--- config.mk ---
export PLATFORM = sky130hd
export DESIGN_NAME = cai_top
export DESIGN_NICKNAME = d
export VERILOG_FILES = /design/src/core/cai_pkg.sv /design/src/core/cai_chan_if.sv /design/src/core/cai_chan.sv /design/src/core/cai_sync.sv /design/src/core/cai_top.sv
export SDC_FILE = /design/constraint.sdc
export NUM_CORES = 2
export LEC_CHECK = 0
export BUFFER_PORTS_ARGS = -buffer_cell sky130_fd_sc_hd__clkbuf_2
export CAP_MARGIN = 20
export CORE_MARGIN = 2
export CORE_UTILIZATION = 64
export CTS_BUF_LIST = sky130_fd_sc_hd__clkbuf_8
export DETAILED_ROUTE_END_ITERATION = 6
export GPL_TIMING_DRIVEN = 0
export PLACE_DENSITY = 0.82
export SYNTH_ARGS = -nofsm -noshare
export SYNTH_HDL_FRONTEND = slang
export SYNTH_SLANG_ARGS = --single-unit
export TNS_END_PERCENT = 5
--- constraint.sdc ---
create_clock -name pclk -period 3.15 [get_ports pclk]
set_input_delay 0.315 -clock pclk [delete_from_list [all_inputs] [get_ports pclk]]
set_output_delay 0.315 -clock pclk [all_outputs]
set_load 0.01 [all_outputs]
--- src/core/cai_pkg.sv ---
package cai_pkg;

	// ****************************************
	// sizes
	// ****************************************
	localparam int NCH   = 8;
	localparam int DLY_W = 10;
	localparam int CFG_W = 17;

	// ****************************************
	// timing
	// ****************************************
	// delay step 0.1 s, longest delay 99.9 s
	localparam int STEP_MS = 100;
	localparam int CLK_KHZ = 100000;
	localparam int STEP_CYCLES = STEP_MS * CLK_KHZ;
	localparam logic [DLY_W-1:0] DLY_MAX = 10'h3e7;

	// ****************************************
	// register offsets
	// ****************************************
	localparam logic [7:0] OFF_STATUS   = 8'h00;
	localparam logic [7:0] OFF_INT_STAT = 8'h04;
	localparam logic [7:0] OFF_INT_EN   = 8'h08;
	localparam logic [7:0] OFF_INT_CLR  = 8'h0c;
	localparam logic [7:0] OFF_CTRL     = 8'h10;
	localparam logic [2:0] BLK_CFG      = 3'h1;
	localparam logic [2:0] BLK_NAME     = 3'h2;

	// ****************************************
	// field positions
	// ****************************************
	localparam int CFG_LATCH   = 0;
	localparam int CFG_DIAL    = 1;
	localparam int CFG_FREEZE  = 2;
	localparam int CFG_EVENT   = 3;
	localparam int CFG_INVERT  = 4;
	localparam int CFG_RLY_EN  = 5;
	localparam int CFG_RLY_NC  = 6;
	localparam int CFG_CUSTOM  = 7;
	localparam int CFG_DLY_LSB = 16;
	localparam int CTRL_EN     = 0;
	localparam int CTRL_SWRST  = 1;
	localparam int STAT_BOARD  = 16;

	// ****************************************
	// reset values
	// ****************************************
	localparam logic CTRL_EN_RST = 1'b1;
	localparam logic [15:0] INT_EN_RST = 16'h0000;
	localparam logic [23:0] DEF_PREFIX = 24'h494e23;
	localparam logic [7:0] DEF_DIGIT0 = 8'h31;

	typedef struct packed {
		logic             latch;
		logic             dial;
		logic             event_log;
		logic             invert;
		logic             relay_en;
		logic             relay_nc;
		logic             custom;
		logic [DLY_W-1:0] delay;
	} cai_cfg_s;

endpackage

--- src/core/cai_chan_if.sv ---
`timescale 1ns/10ps
interface cai_chan_if;
	import cai_pkg::*;
	cai_cfg_s cfg;
	logic     contact;
	logic     clr_press;
	logic     alarm;
	logic     recog;
	logic     clear_evt;
	modport ctl (output cfg, contact, clr_press,
		input alarm, recog, clear_evt);
	modport chan (input cfg, contact, clr_press,
		output alarm, recog, clear_evt);
endinterface

--- src/core/cai_chan.sv ---
`timescale 1ns/10ps
module cai_chan #(
	parameter int TICK_CYCLES = cai_pkg::STEP_CYCLES
) (
	input wire logic pclk,
	input wire logic presetn,
	cai_chan_if.chan c
);
	import cai_pkg::*;

	localparam int SUB_W = $clog2(TICK_CYCLES);
	localparam logic [SUB_W-1:0] SUB_LAST = SUB_W'(TICK_CYCLES - 1);

	typedef struct packed {
		logic [SUB_W-1:0] sub;
		logic [DLY_W-1:0] steps;
		logic             qual;
		logic             alarm;
		logic             recog;
		logic             clear_evt;
	} cai_chan_st_s;

	cai_chan_st_s st_reg;
	cai_chan_st_s st_next;

	if (TICK_CYCLES < 2) begin : g_chk
		$error("cai_chan: TICK_CYCLES must be at least 2");
	end

	always_comb begin
		st_next           = st_reg;
		st_next.recog     = 1'b0;
		st_next.clear_evt = 1'b0;
		if (!c.contact) begin
			st_next.sub   = '0;
			st_next.steps = '0;
			st_next.qual  = 1'b0;
		end else if (!st_reg.qual) begin
			if (st_reg.steps >= c.cfg.delay) begin
				st_next.qual  = 1'b1;
				st_next.recog = 1'b1;
				st_next.alarm = 1'b1;
			end else if (st_reg.sub == SUB_LAST) begin
				st_next.sub   = '0;
				st_next.steps = st_reg.steps + 1'b1;
			end else begin
				st_next.sub = st_reg.sub + 1'b1;
			end
		end
		if (st_reg.alarm && !c.contact
			&& (!c.cfg.latch || c.clr_press)) begin
			st_next.alarm     = 1'b0;
			st_next.clear_evt = 1'b1;
		end
	end

	always_ff @(posedge pclk or negedge presetn) begin
		if (!presetn) begin
			st_reg <= '0;
		end else begin
			st_reg <= st_next;
		end
	end

	assign c.alarm     = st_reg.alarm;
	assign c.recog     = st_reg.recog;
	assign c.clear_evt = st_reg.clear_evt;
endmodule

--- src/core/cai_sync.sv ---
`timescale 1ns/10ps
module cai_sync #(
	parameter int WIDTH = 1
) (
	input  wire logic             pclk,
	input  wire logic             presetn,
	input  wire logic [WIDTH-1:0] d,
	output logic      [WIDTH-1:0] q
);
	typedef struct packed {
		logic [WIDTH-1:0] meta;
		logic [WIDTH-1:0] q;
	} cai_sync_s;

	cai_sync_s sync_reg;
	cai_sync_s sync_next;

	if (WIDTH < 1) begin : g_chk
		$error("cai_sync: WIDTH must be at least 1");
	end

	// first stage feeds only the second
	always_comb begin
		sync_next      = sync_reg;
		sync_next.meta = d;
		sync_next.q    = sync_reg.meta;
	end

	always_ff @(posedge pclk or negedge presetn) begin
		if (!presetn) begin
			sync_reg <= '0;
		end else begin
			sync_reg <= sync_next;
		end
	end

	assign q = sync_reg.q;
endmodule

--- src/core/cai_top.sv ---
// Contract
// - eight contact inputs, each with its own settings
// - latched alarm stays until contact opens and reset pressed after
// - unlatched alarm drops as soon as contact opens
// - recognition delay 0 to 99.9 s in 0.1 s steps
// - latching input latches only after the delay
// - event enabled: log entry on each recognition
// - event disabled: no log entry at all
// - dial enabled: dial-out request on recognition
// - freeze reads no, ignores writes, no effect
// - recognised alarm may drive relay board, open or closed type
// - reports carry custom name once one is set
//
// Local design decisions: the register addresses and the APB slave port.
`timescale 1ns/10ps
module cai_top #(
	parameter int TICK_CYCLES = cai_pkg::STEP_CYCLES
) (
	input  wire logic                    pclk,
	input  wire logic                    presetn,
	input  wire logic [7:0]              paddr,
	input  wire logic                    psel,
	input  wire logic                    penable,
	input  wire logic                    pwrite,
	input  wire logic [31:0]             pwdata,
	output logic      [31:0]             prdata,
	output logic                         pready,
	output logic                         pslverr,
	input  wire logic [cai_pkg::NCH-1:0] contact_n,
	input  wire logic                    alarm_reset_n,
	input  wire logic                    relay_board_present,
	input  wire logic [2:0]              rpt_idx,
	output logic      [31:0]             rpt_name,
	output logic      [cai_pkg::NCH-1:0] alarm,
	output logic      [cai_pkg::NCH-1:0] dial_req,
	output logic      [cai_pkg::NCH-1:0] evlog_req,
	output logic      [cai_pkg::NCH-1:0] relay_drive,
	output logic      [cai_pkg::NCH-1:0] relay_nc_sel,
	output logic                         irq
);
	import cai_pkg::*;

	// ****************************************
	// checks
	// ****************************************
	if (TICK_CYCLES < 2) begin : g_chk
		$error("cai_top: TICK_CYCLES must be at least 2");
	end

	// ****************************************
	// state
	// ****************************************
	typedef struct packed {
		cai_cfg_s [NCH-1:0]    cfg;
		logic [NCH-1:0][31:0]  name;
		logic [15:0]           int_stat;
		logic [15:0]           int_en;
		logic                  sys_en;
		logic                  sw_reset;
		logic                  btn_prev;
		logic [31:0]           prdata;
		logic                  pslverr;
		logic [31:0]           rpt_name;
		logic [NCH-1:0]        dial_req;
		logic [NCH-1:0]        evlog_req;
		logic [NCH-1:0]        relay_drive;
		logic [NCH-1:0]        relay_nc_sel;
	} cai_top_s;

	cai_top_s top_reg;
	cai_top_s top_next;

	logic [NCH+1:0] pins_s;
	logic [NCH-1:0] closed;
	logic           board_s;
	logic           btn_s;
	logic           press;
	logic [NCH-1:0] alarm_v;
	logic [NCH-1:0] recog_v;
	logic [NCH-1:0] clear_v;

	// ****************************************
	// pin synchronisers
	// ****************************************
	// contacts are asynchronous to pclk
	// inverted ahead of the flops so reset reads as idle, no false press
	cai_sync #(
		.WIDTH (NCH + 2)
	) u_sync (
		.pclk    (pclk),
		.presetn (presetn),
		.d       ({relay_board_present, ~alarm_reset_n, ~contact_n}),
		.q       (pins_s)
	);

	assign closed  = pins_s[NCH-1:0];
	assign btn_s   = pins_s[NCH];
	assign board_s = pins_s[NCH+1];

	// only a fresh press counts, holding it does nothing more
	assign press = btn_s & ~top_reg.btn_prev;

	// ****************************************
	// channels
	// ****************************************
	cai_chan_if ch_if[NCH] ();

	for (genvar g = 0; g < NCH; g++) begin : g_ch
		assign ch_if[g].cfg = top_reg.cfg[g];
		assign ch_if[g].contact = top_reg.sys_en
			& (closed[g] ^ top_reg.cfg[g].invert);
		assign ch_if[g].clr_press = press | top_reg.sw_reset;
		assign alarm_v[g] = ch_if[g].alarm;
		assign recog_v[g] = ch_if[g].recog;
		assign clear_v[g] = ch_if[g].clear_evt;

		cai_chan #(
			.TICK_CYCLES (TICK_CYCLES)
		) u_chan (
			.pclk    (pclk),
			.presetn (presetn),
			.c       (ch_if[g].chan)
		);
	end

	// ****************************************
	// register decode
	// ****************************************
	function automatic logic addr_ok(input logic [7:0] a);
		logic ok;
		ok = 1'b0;
		if (a[1:0] == 2'h0) begin
			if (a[7:5] == BLK_CFG || a[7:5] == BLK_NAME) begin
				ok = 1'b1;
			end
			if (a == OFF_STATUS || a == OFF_INT_STAT
				|| a == OFF_INT_EN || a == OFF_INT_CLR
				|| a == OFF_CTRL) begin
				ok = 1'b1;
			end
		end
		return ok;
	endfunction

	function automatic logic [31:0] cfg_word(input cai_cfg_s f);
		logic [31:0] w;
		w = '0;
		w[CFG_LATCH]  = f.latch;
		w[CFG_DIAL]   = f.dial;
		w[CFG_FREEZE] = 1'b0;
		w[CFG_EVENT]  = f.event_log;
		w[CFG_INVERT] = f.invert;
		w[CFG_RLY_EN] = f.relay_en;
		w[CFG_RLY_NC] = f.relay_nc;
		w[CFG_CUSTOM] = f.custom;
		w[CFG_DLY_LSB +: DLY_W] = f.delay;
		return w;
	endfunction

	function automatic cai_cfg_s cfg_from(input logic [31:0] w);
		cai_cfg_s f;
		logic [DLY_W-1:0] d;
		d = w[CFG_DLY_LSB +: DLY_W];
		f.latch     = w[CFG_LATCH];
		f.dial      = w[CFG_DIAL];
		f.event_log = w[CFG_EVENT];
		f.invert    = w[CFG_INVERT];
		f.relay_en  = w[CFG_RLY_EN];
		f.relay_nc  = w[CFG_RLY_NC];
		f.custom    = w[CFG_CUSTOM];
		f.delay = (d > DLY_MAX) ? DLY_MAX : d;
		return f;
	endfunction

	function automatic logic [31:0] rd_mux(
		input cai_top_s s,
		input logic [7:0] a,
		input logic [NCH-1:0] alm,
		input logic [NCH-1:0] cls,
		input logic brd);
		logic [31:0] v;
		v = '0;
		if (a[7:5] == BLK_CFG) begin
			v = cfg_word(s.cfg[a[4:2]]);
		end else if (a[7:5] == BLK_NAME) begin
			v = s.name[a[4:2]];
		end else begin
			case (a)
				OFF_STATUS: begin
					v[NCH-1:0]      = alm;
					v[2*NCH-1:NCH]  = cls;
					v[STAT_BOARD]   = brd;
				end
				OFF_INT_STAT: begin
					v[15:0] = s.int_stat;
				end
				OFF_INT_EN: begin
					v[15:0] = s.int_en;
				end
				OFF_CTRL: begin
					v[CTRL_EN] = s.sys_en;
				end
				default: begin
					v = '0;
				end
			endcase
		end
		return v;
	endfunction

	// ****************************************
	// next state
	// ****************************************
	logic        setup_ph;
	logic        wr_acc;
	logic [15:0] int_set;
	logic [15:0] int_clr;
	logic [7:0]  rpt_digit;

	assign setup_ph = psel & ~penable;
	assign wr_acc   = psel & penable & pwrite & addr_ok(paddr);
	assign int_set  = {clear_v, recog_v};
	assign rpt_digit = DEF_DIGIT0 + {5'h00, rpt_idx};

	always_comb begin
		top_next          = top_reg;
		top_next.sw_reset = 1'b0;
		top_next.btn_prev = btn_s;
		int_clr           = '0;

		// read data captured in setup, shown in access
		if (setup_ph) begin
			top_next.pslverr = ~addr_ok(paddr);
			if (pwrite) begin
				top_next.prdata = '0;
			end else begin
				top_next.prdata = rd_mux(top_reg, paddr,
					alarm_v, closed, board_s);
			end
		end

		if (wr_acc) begin
			if (paddr[7:5] == BLK_CFG) begin
				top_next.cfg[paddr[4:2]] = cfg_from(pwdata);
			end else if (paddr[7:5] == BLK_NAME) begin
				top_next.name[paddr[4:2]] = pwdata;
			end else begin
				case (paddr)
					OFF_INT_EN: begin
						top_next.int_en = pwdata[15:0];
					end
					OFF_INT_CLR: begin
						int_clr = pwdata[15:0];
					end
					OFF_CTRL: begin
						top_next.sys_en   = pwdata[CTRL_EN];
						top_next.sw_reset = pwdata[CTRL_SWRST];
					end
					default: begin
						top_next.sys_en = top_reg.sys_en;
					end
				endcase
			end
		end

		// a new event beats a clear in the same cycle
		top_next.int_stat = (top_reg.int_stat & ~int_clr) | int_set;

		for (int i = 0; i < NCH; i++) begin
			top_next.dial_req[i] = recog_v[i] & top_reg.cfg[i].dial;
			top_next.evlog_req[i] = recog_v[i]
				& top_reg.cfg[i].event_log;
			top_next.relay_drive[i] = board_s & alarm_v[i]
				& top_reg.cfg[i].relay_en;
			top_next.relay_nc_sel[i] = board_s
				& top_reg.cfg[i].relay_nc;
		end

		if (top_reg.cfg[rpt_idx].custom) begin
			top_next.rpt_name = top_reg.name[rpt_idx];
		end else begin
			top_next.rpt_name = {DEF_PREFIX, rpt_digit};
		end
	end

	// ****************************************
	// registers
	// ****************************************
	always_ff @(posedge pclk or negedge presetn) begin
		if (!presetn) begin
			top_reg        <= '0;
			top_reg.sys_en <= CTRL_EN_RST;
			top_reg.int_en <= INT_EN_RST;
		end else begin
			top_reg <= top_next;
		end
	end

	// ****************************************
	// outputs
	// ****************************************
	// zero-wait slave: answer is ready in the first access cycle
	assign pready       = 1'b1;
	assign prdata       = top_reg.prdata;
	assign pslverr      = top_reg.pslverr;
	assign rpt_name     = top_reg.rpt_name;
	assign alarm        = alarm_v;
	assign dial_req     = top_reg.dial_req;
	assign evlog_req    = top_reg.evlog_req;
	assign relay_drive  = top_reg.relay_drive;
	assign relay_nc_sel = top_reg.relay_nc_sel;
	assign irq          = |(top_reg.int_stat & top_reg.int_en);

endmodule

==> impl_metrics.csv <==
group,metric,value,unit
logic_synthesis,synthTopCellsByCount,"dfrtp_1 (847), mux2_2 (375), nand2_1 (289), a21oi_1 (254), mux4_2 (172)",
timing,max_freq,294,MHz
clock_network,clk_latency,0.83,ns
die,starting_density_of_the_core,0.643,
die,boundaryPins,165,
clock_network,numCtsBuffers,142,
detailed_routing,drt.antenna.violating_nets,0,
clock_network,clock_path_buffers,3,
worst_setup_path,worstPathMaxFanout,10,
logic_synthesis,postSynth.topFlopCell,"dfrtp_1",
placement,placedCellCount,4864,
final_layout,flip_flop_count_of_the_largest_register_after_layout,291,
global_route,grt_antenna_before_repair,6,
global_route,first_pass_grt_wire_length,197,mm
clock_network,tritoncts,"done",
worst_hold_path,holdPathStages,2,
logic_synthesis,synthTopCellsByArea,"dfrtp_1 (48%), mux2_2 (9.6%), mux4_2 (8.8%)",
timing,worst_setup_slack_final,-0.256,ns
clock_network,root_buffer,"clkbuf_8",
worst_hold_path,min-delay-start,"pwdata[17]",
final_layout,finish.net_count,4320,
logic_synthesis,part_of_the_yosys_area_used_for_sequential_elements,0.483,
logic_synthesis,asyncSetResetFlopFracSynth,1.00,
die,core_area,68300,um2
global_route,gr-usage-all-layers,0.363,
die,die_area,70800,um2
worst_setup_path,worst-endpoint-required,3.83,ns
pwr,report.power.total,22.6,mW
timing,finalHoldViolCount,0,
detailed_routing,via_per_inst,6.78,
logic_synthesis,synth.avg_cell_area,11.5,um2
clock_network,cts.clk_slew.worst_paths,0.06,ns
pwr,power.density_cell_area,458,nW/um2
timing,slew_at_the_pin_closest_to_its_max_slew_limit,1.19,ns
final_layout,layout.cells.non_filler,5159,
worst_setup_path,timing.rr.end,"g_ch[3].u_chan.st_reg[23]$_DFFE_PN0P_",
worst_setup_path,crit_path_end_kind,"flip-flop",
run_status,status,"finished with violations",
pwr,ir_drop,0.000346,V
die,die_y,266,um
worst_hold_path,hold-path-endpoint,"top_reg[277]$_DFFE_PN0P_",
pwr,p_leak,22.0,nW
die,floorplan.rows,96,
worst_setup_path,rrSetupSlack,0.01,ns
clock_network,clock_sinks,848,
flow_run,maxCapViolations,0,
detailed_routing,detail_route.drc_violations,6,
timing,timing.final.setup_violations,73,
worst_hold_path,holdCritPathClass,"in -> reg",
logic_synthesis,synth-edff-count,0,
logic_synthesis,yosysMostFrequentCell,"dfrtp_1",
global_route,grt.overflow.total,0,
clock_network,htree_num_levels,4,
detailed_routing,firstDrtPassIters,7,
detailed_routing,dr.first_iter.drc_count,4123,
timing,finalClockSkew,0.0458,ns
timing,hold-worst-slack,0.0605,ns
worst_setup_path,worstSetupStartpointType,"input port",
final_layout,final.fill_count,4458,
global_route,grt_max_degree,114,
final_layout,area.growth.synth_to_final,12.3,%
timing,fin_crit_sh,1.08,
placement,placement.io_buffers,141,
timing,tns,-8.23,ns
timing,pins_over_slew_limit,0,
logic_synthesis,cell_area_after_synthesis,44000,um2
global_route,number_of_global_route_vias_before_repair,34400,
detailed_routing,vias,35000,
timing,max_slew_margin,0.209,
worst_setup_path,worstRegToRegCells,10,
detailed_routing,avgRoutedWirePerCell,24.7,um
logic_synthesis,count_of_state_elements_after_synthesis,848,
timing,finalCriticalPeriod,3.41,ns
logic_synthesis,yosysUniqueCellTypes,80,
worst_setup_path,critical_path_class,"in -> reg",
logic_synthesis,synth_warnings,0,
timing,grt_setup_unrepaired,"true",
detailed_routing,final_routed_wirelength_across_all_metal_layers,128,mm
final_layout,drive_above_1_share,0.259,
logic_synthesis,syn-instance-count,3833,
worst_setup_path,rr_startpoint,"ch_if[3].cfg[5]$_DFFE_PN0P_",
logic_synthesis,netlist.area_leader.share,0.482,
placement,globalplace.congestion,0.996,
run_status,failed_checks,"design-rule violations, negative setup slack",
placement,hpwl,87.4,mm
logic_synthesis,syn-num-nets,3988,
worst_setup_path,cp_data_arrival_time,4.09,ns
die,dieWidth,266,um
logic_synthesis,synth.largest_area_cell,"dfrtp_1",
[final cells by class]
| cell class | count | area, um2 | area share |
|---|---|---|---|
| Timing Repair Buffer | 189 | 1340 | 0.0270 |
| Clock buffer | 183 | 2520 | 0.0510 |
| Antenna cell | 6 | 15.0 | 0.000304 |
| Multi-Input combinational cell | 2525 | 20600 | 0.418 |
| Buffer | 333 | 1700 | 0.0344 |
| Tap cell | 882 | 1100 | 0.0224 |
| Inverter | 126 | 473 | 0.00958 |
| Clock inverter | 67 | 374 | 0.00758 |
| Sequential cell | 848 | 21200 | 0.430 |
[through the flow]
stage / setup slack [ns] / instance area [um2] / util
after detailed placement: -0.817 / 46000 / 0.673
after global routing: -0.171 / 49400 / 0.722
after CTS: 0.0131 / 49300 / 0.721
after global placement: -18.41 / 45800 / 0.670
final: -0.256 / 49400 / 0.722
after floorplan: 0.610 / 44000 / -
[how the worst max path moves through the flow]
stage                                     startpoint                                    end  cells after the start
6_report                                    paddr[3]               top_reg[309]$_DFFE_PN0P_                      7
5_1_grt                                     paddr[3]               top_reg[304]$_DFFE_PN0P_                      7
4_1_cts                  ch_if[0].cfg[8]$_DFFE_PN0P_  g_ch[0].u_chan.st_reg[31]$_DFFE_PN0P_                      9
3_5_place_dp                 top_reg[99]$_DFFE_PN1P_  g_ch[7].u_chan.st_reg[28]$_DFFE_PN0P_                      8
3_3_place_gp                                 presetn  g_ch[1].u_chan.st_reg[24]$_DFFE_PN0P_                      1
2_1_floorplan  g_ch[7].u_chan.st_reg[11]$_DFFE_PN0P_  g_ch[7].u_chan.st_reg[24]$_DFFE_PN0P_                      9
[power breakdown]
group	internal [mW]	switching, mW	leakage (nW)
Sequential	11.1	0.174	11.7
Clock	5.38	4.64	1.65
Combinational	0.468	0.859	8.65
Total	16.9	5.67	22.0
[kinds of logic (layout without fill, tap and decap cells)]
family	count (synthesis)	after routing	share of synthesized area
xor gates and xnor gates	35	35	0.00697
other	1	7	0.0000853
adders and majority gates	97	97	0.0276
muxes	621	621	0.201
DFF	848	848	0.483
AOI/OAI and AO/OA	713	713	0.102
buffers and inverters	460	898	0.0493
and+or+nand+nor	1058	1058	0.131
[placed cells by master, fill, tap and decap left out, drive strengths merged, types with 97 or more instances in the layout]
| cell | count |
|---|---|
| buf | 190 |
| inv | 177 |
| nand2 | 289 |
| a21oi | 254 |
| dfrtp | 847 |
| or4 | 109 |
| o21ai | 172 |
| ha | 97 |
| nand3 | 116 |
| mux4 | 172 |
| mux2 | 375 |
| nor2 | 125 |
| clkbuf | 478 |
[timing repair]
item | CTS | global route
setup endpoints to repair | 47 | 157
setup buffers | 0 | 2
resized for setup | 5 | 19
pin swaps | 0 | 2
endpoints found under the hold margin | 249 | 0
hold buffers | 37 | 0
[critical path, cell delays in order]
cell and delay [ns]:
clkbuf_1 0.43, clkbuf_1 0.73, clkbuf_1 0.87, nor2_1 0.18, nand2_1 0.39, buf_1 0.72, mux2_2 0.43
[per-layer routing]
metal,vias up,part of all wire,track usage
met3,503,0.11,0.0980
met4,4,0.059,0.211
met1,17500,0.38,0.472
met2,2092,0.46,0.552
met5,-,0.00087,0.0104
li1,14900,-,-
(Power assumes the default switching activity.)
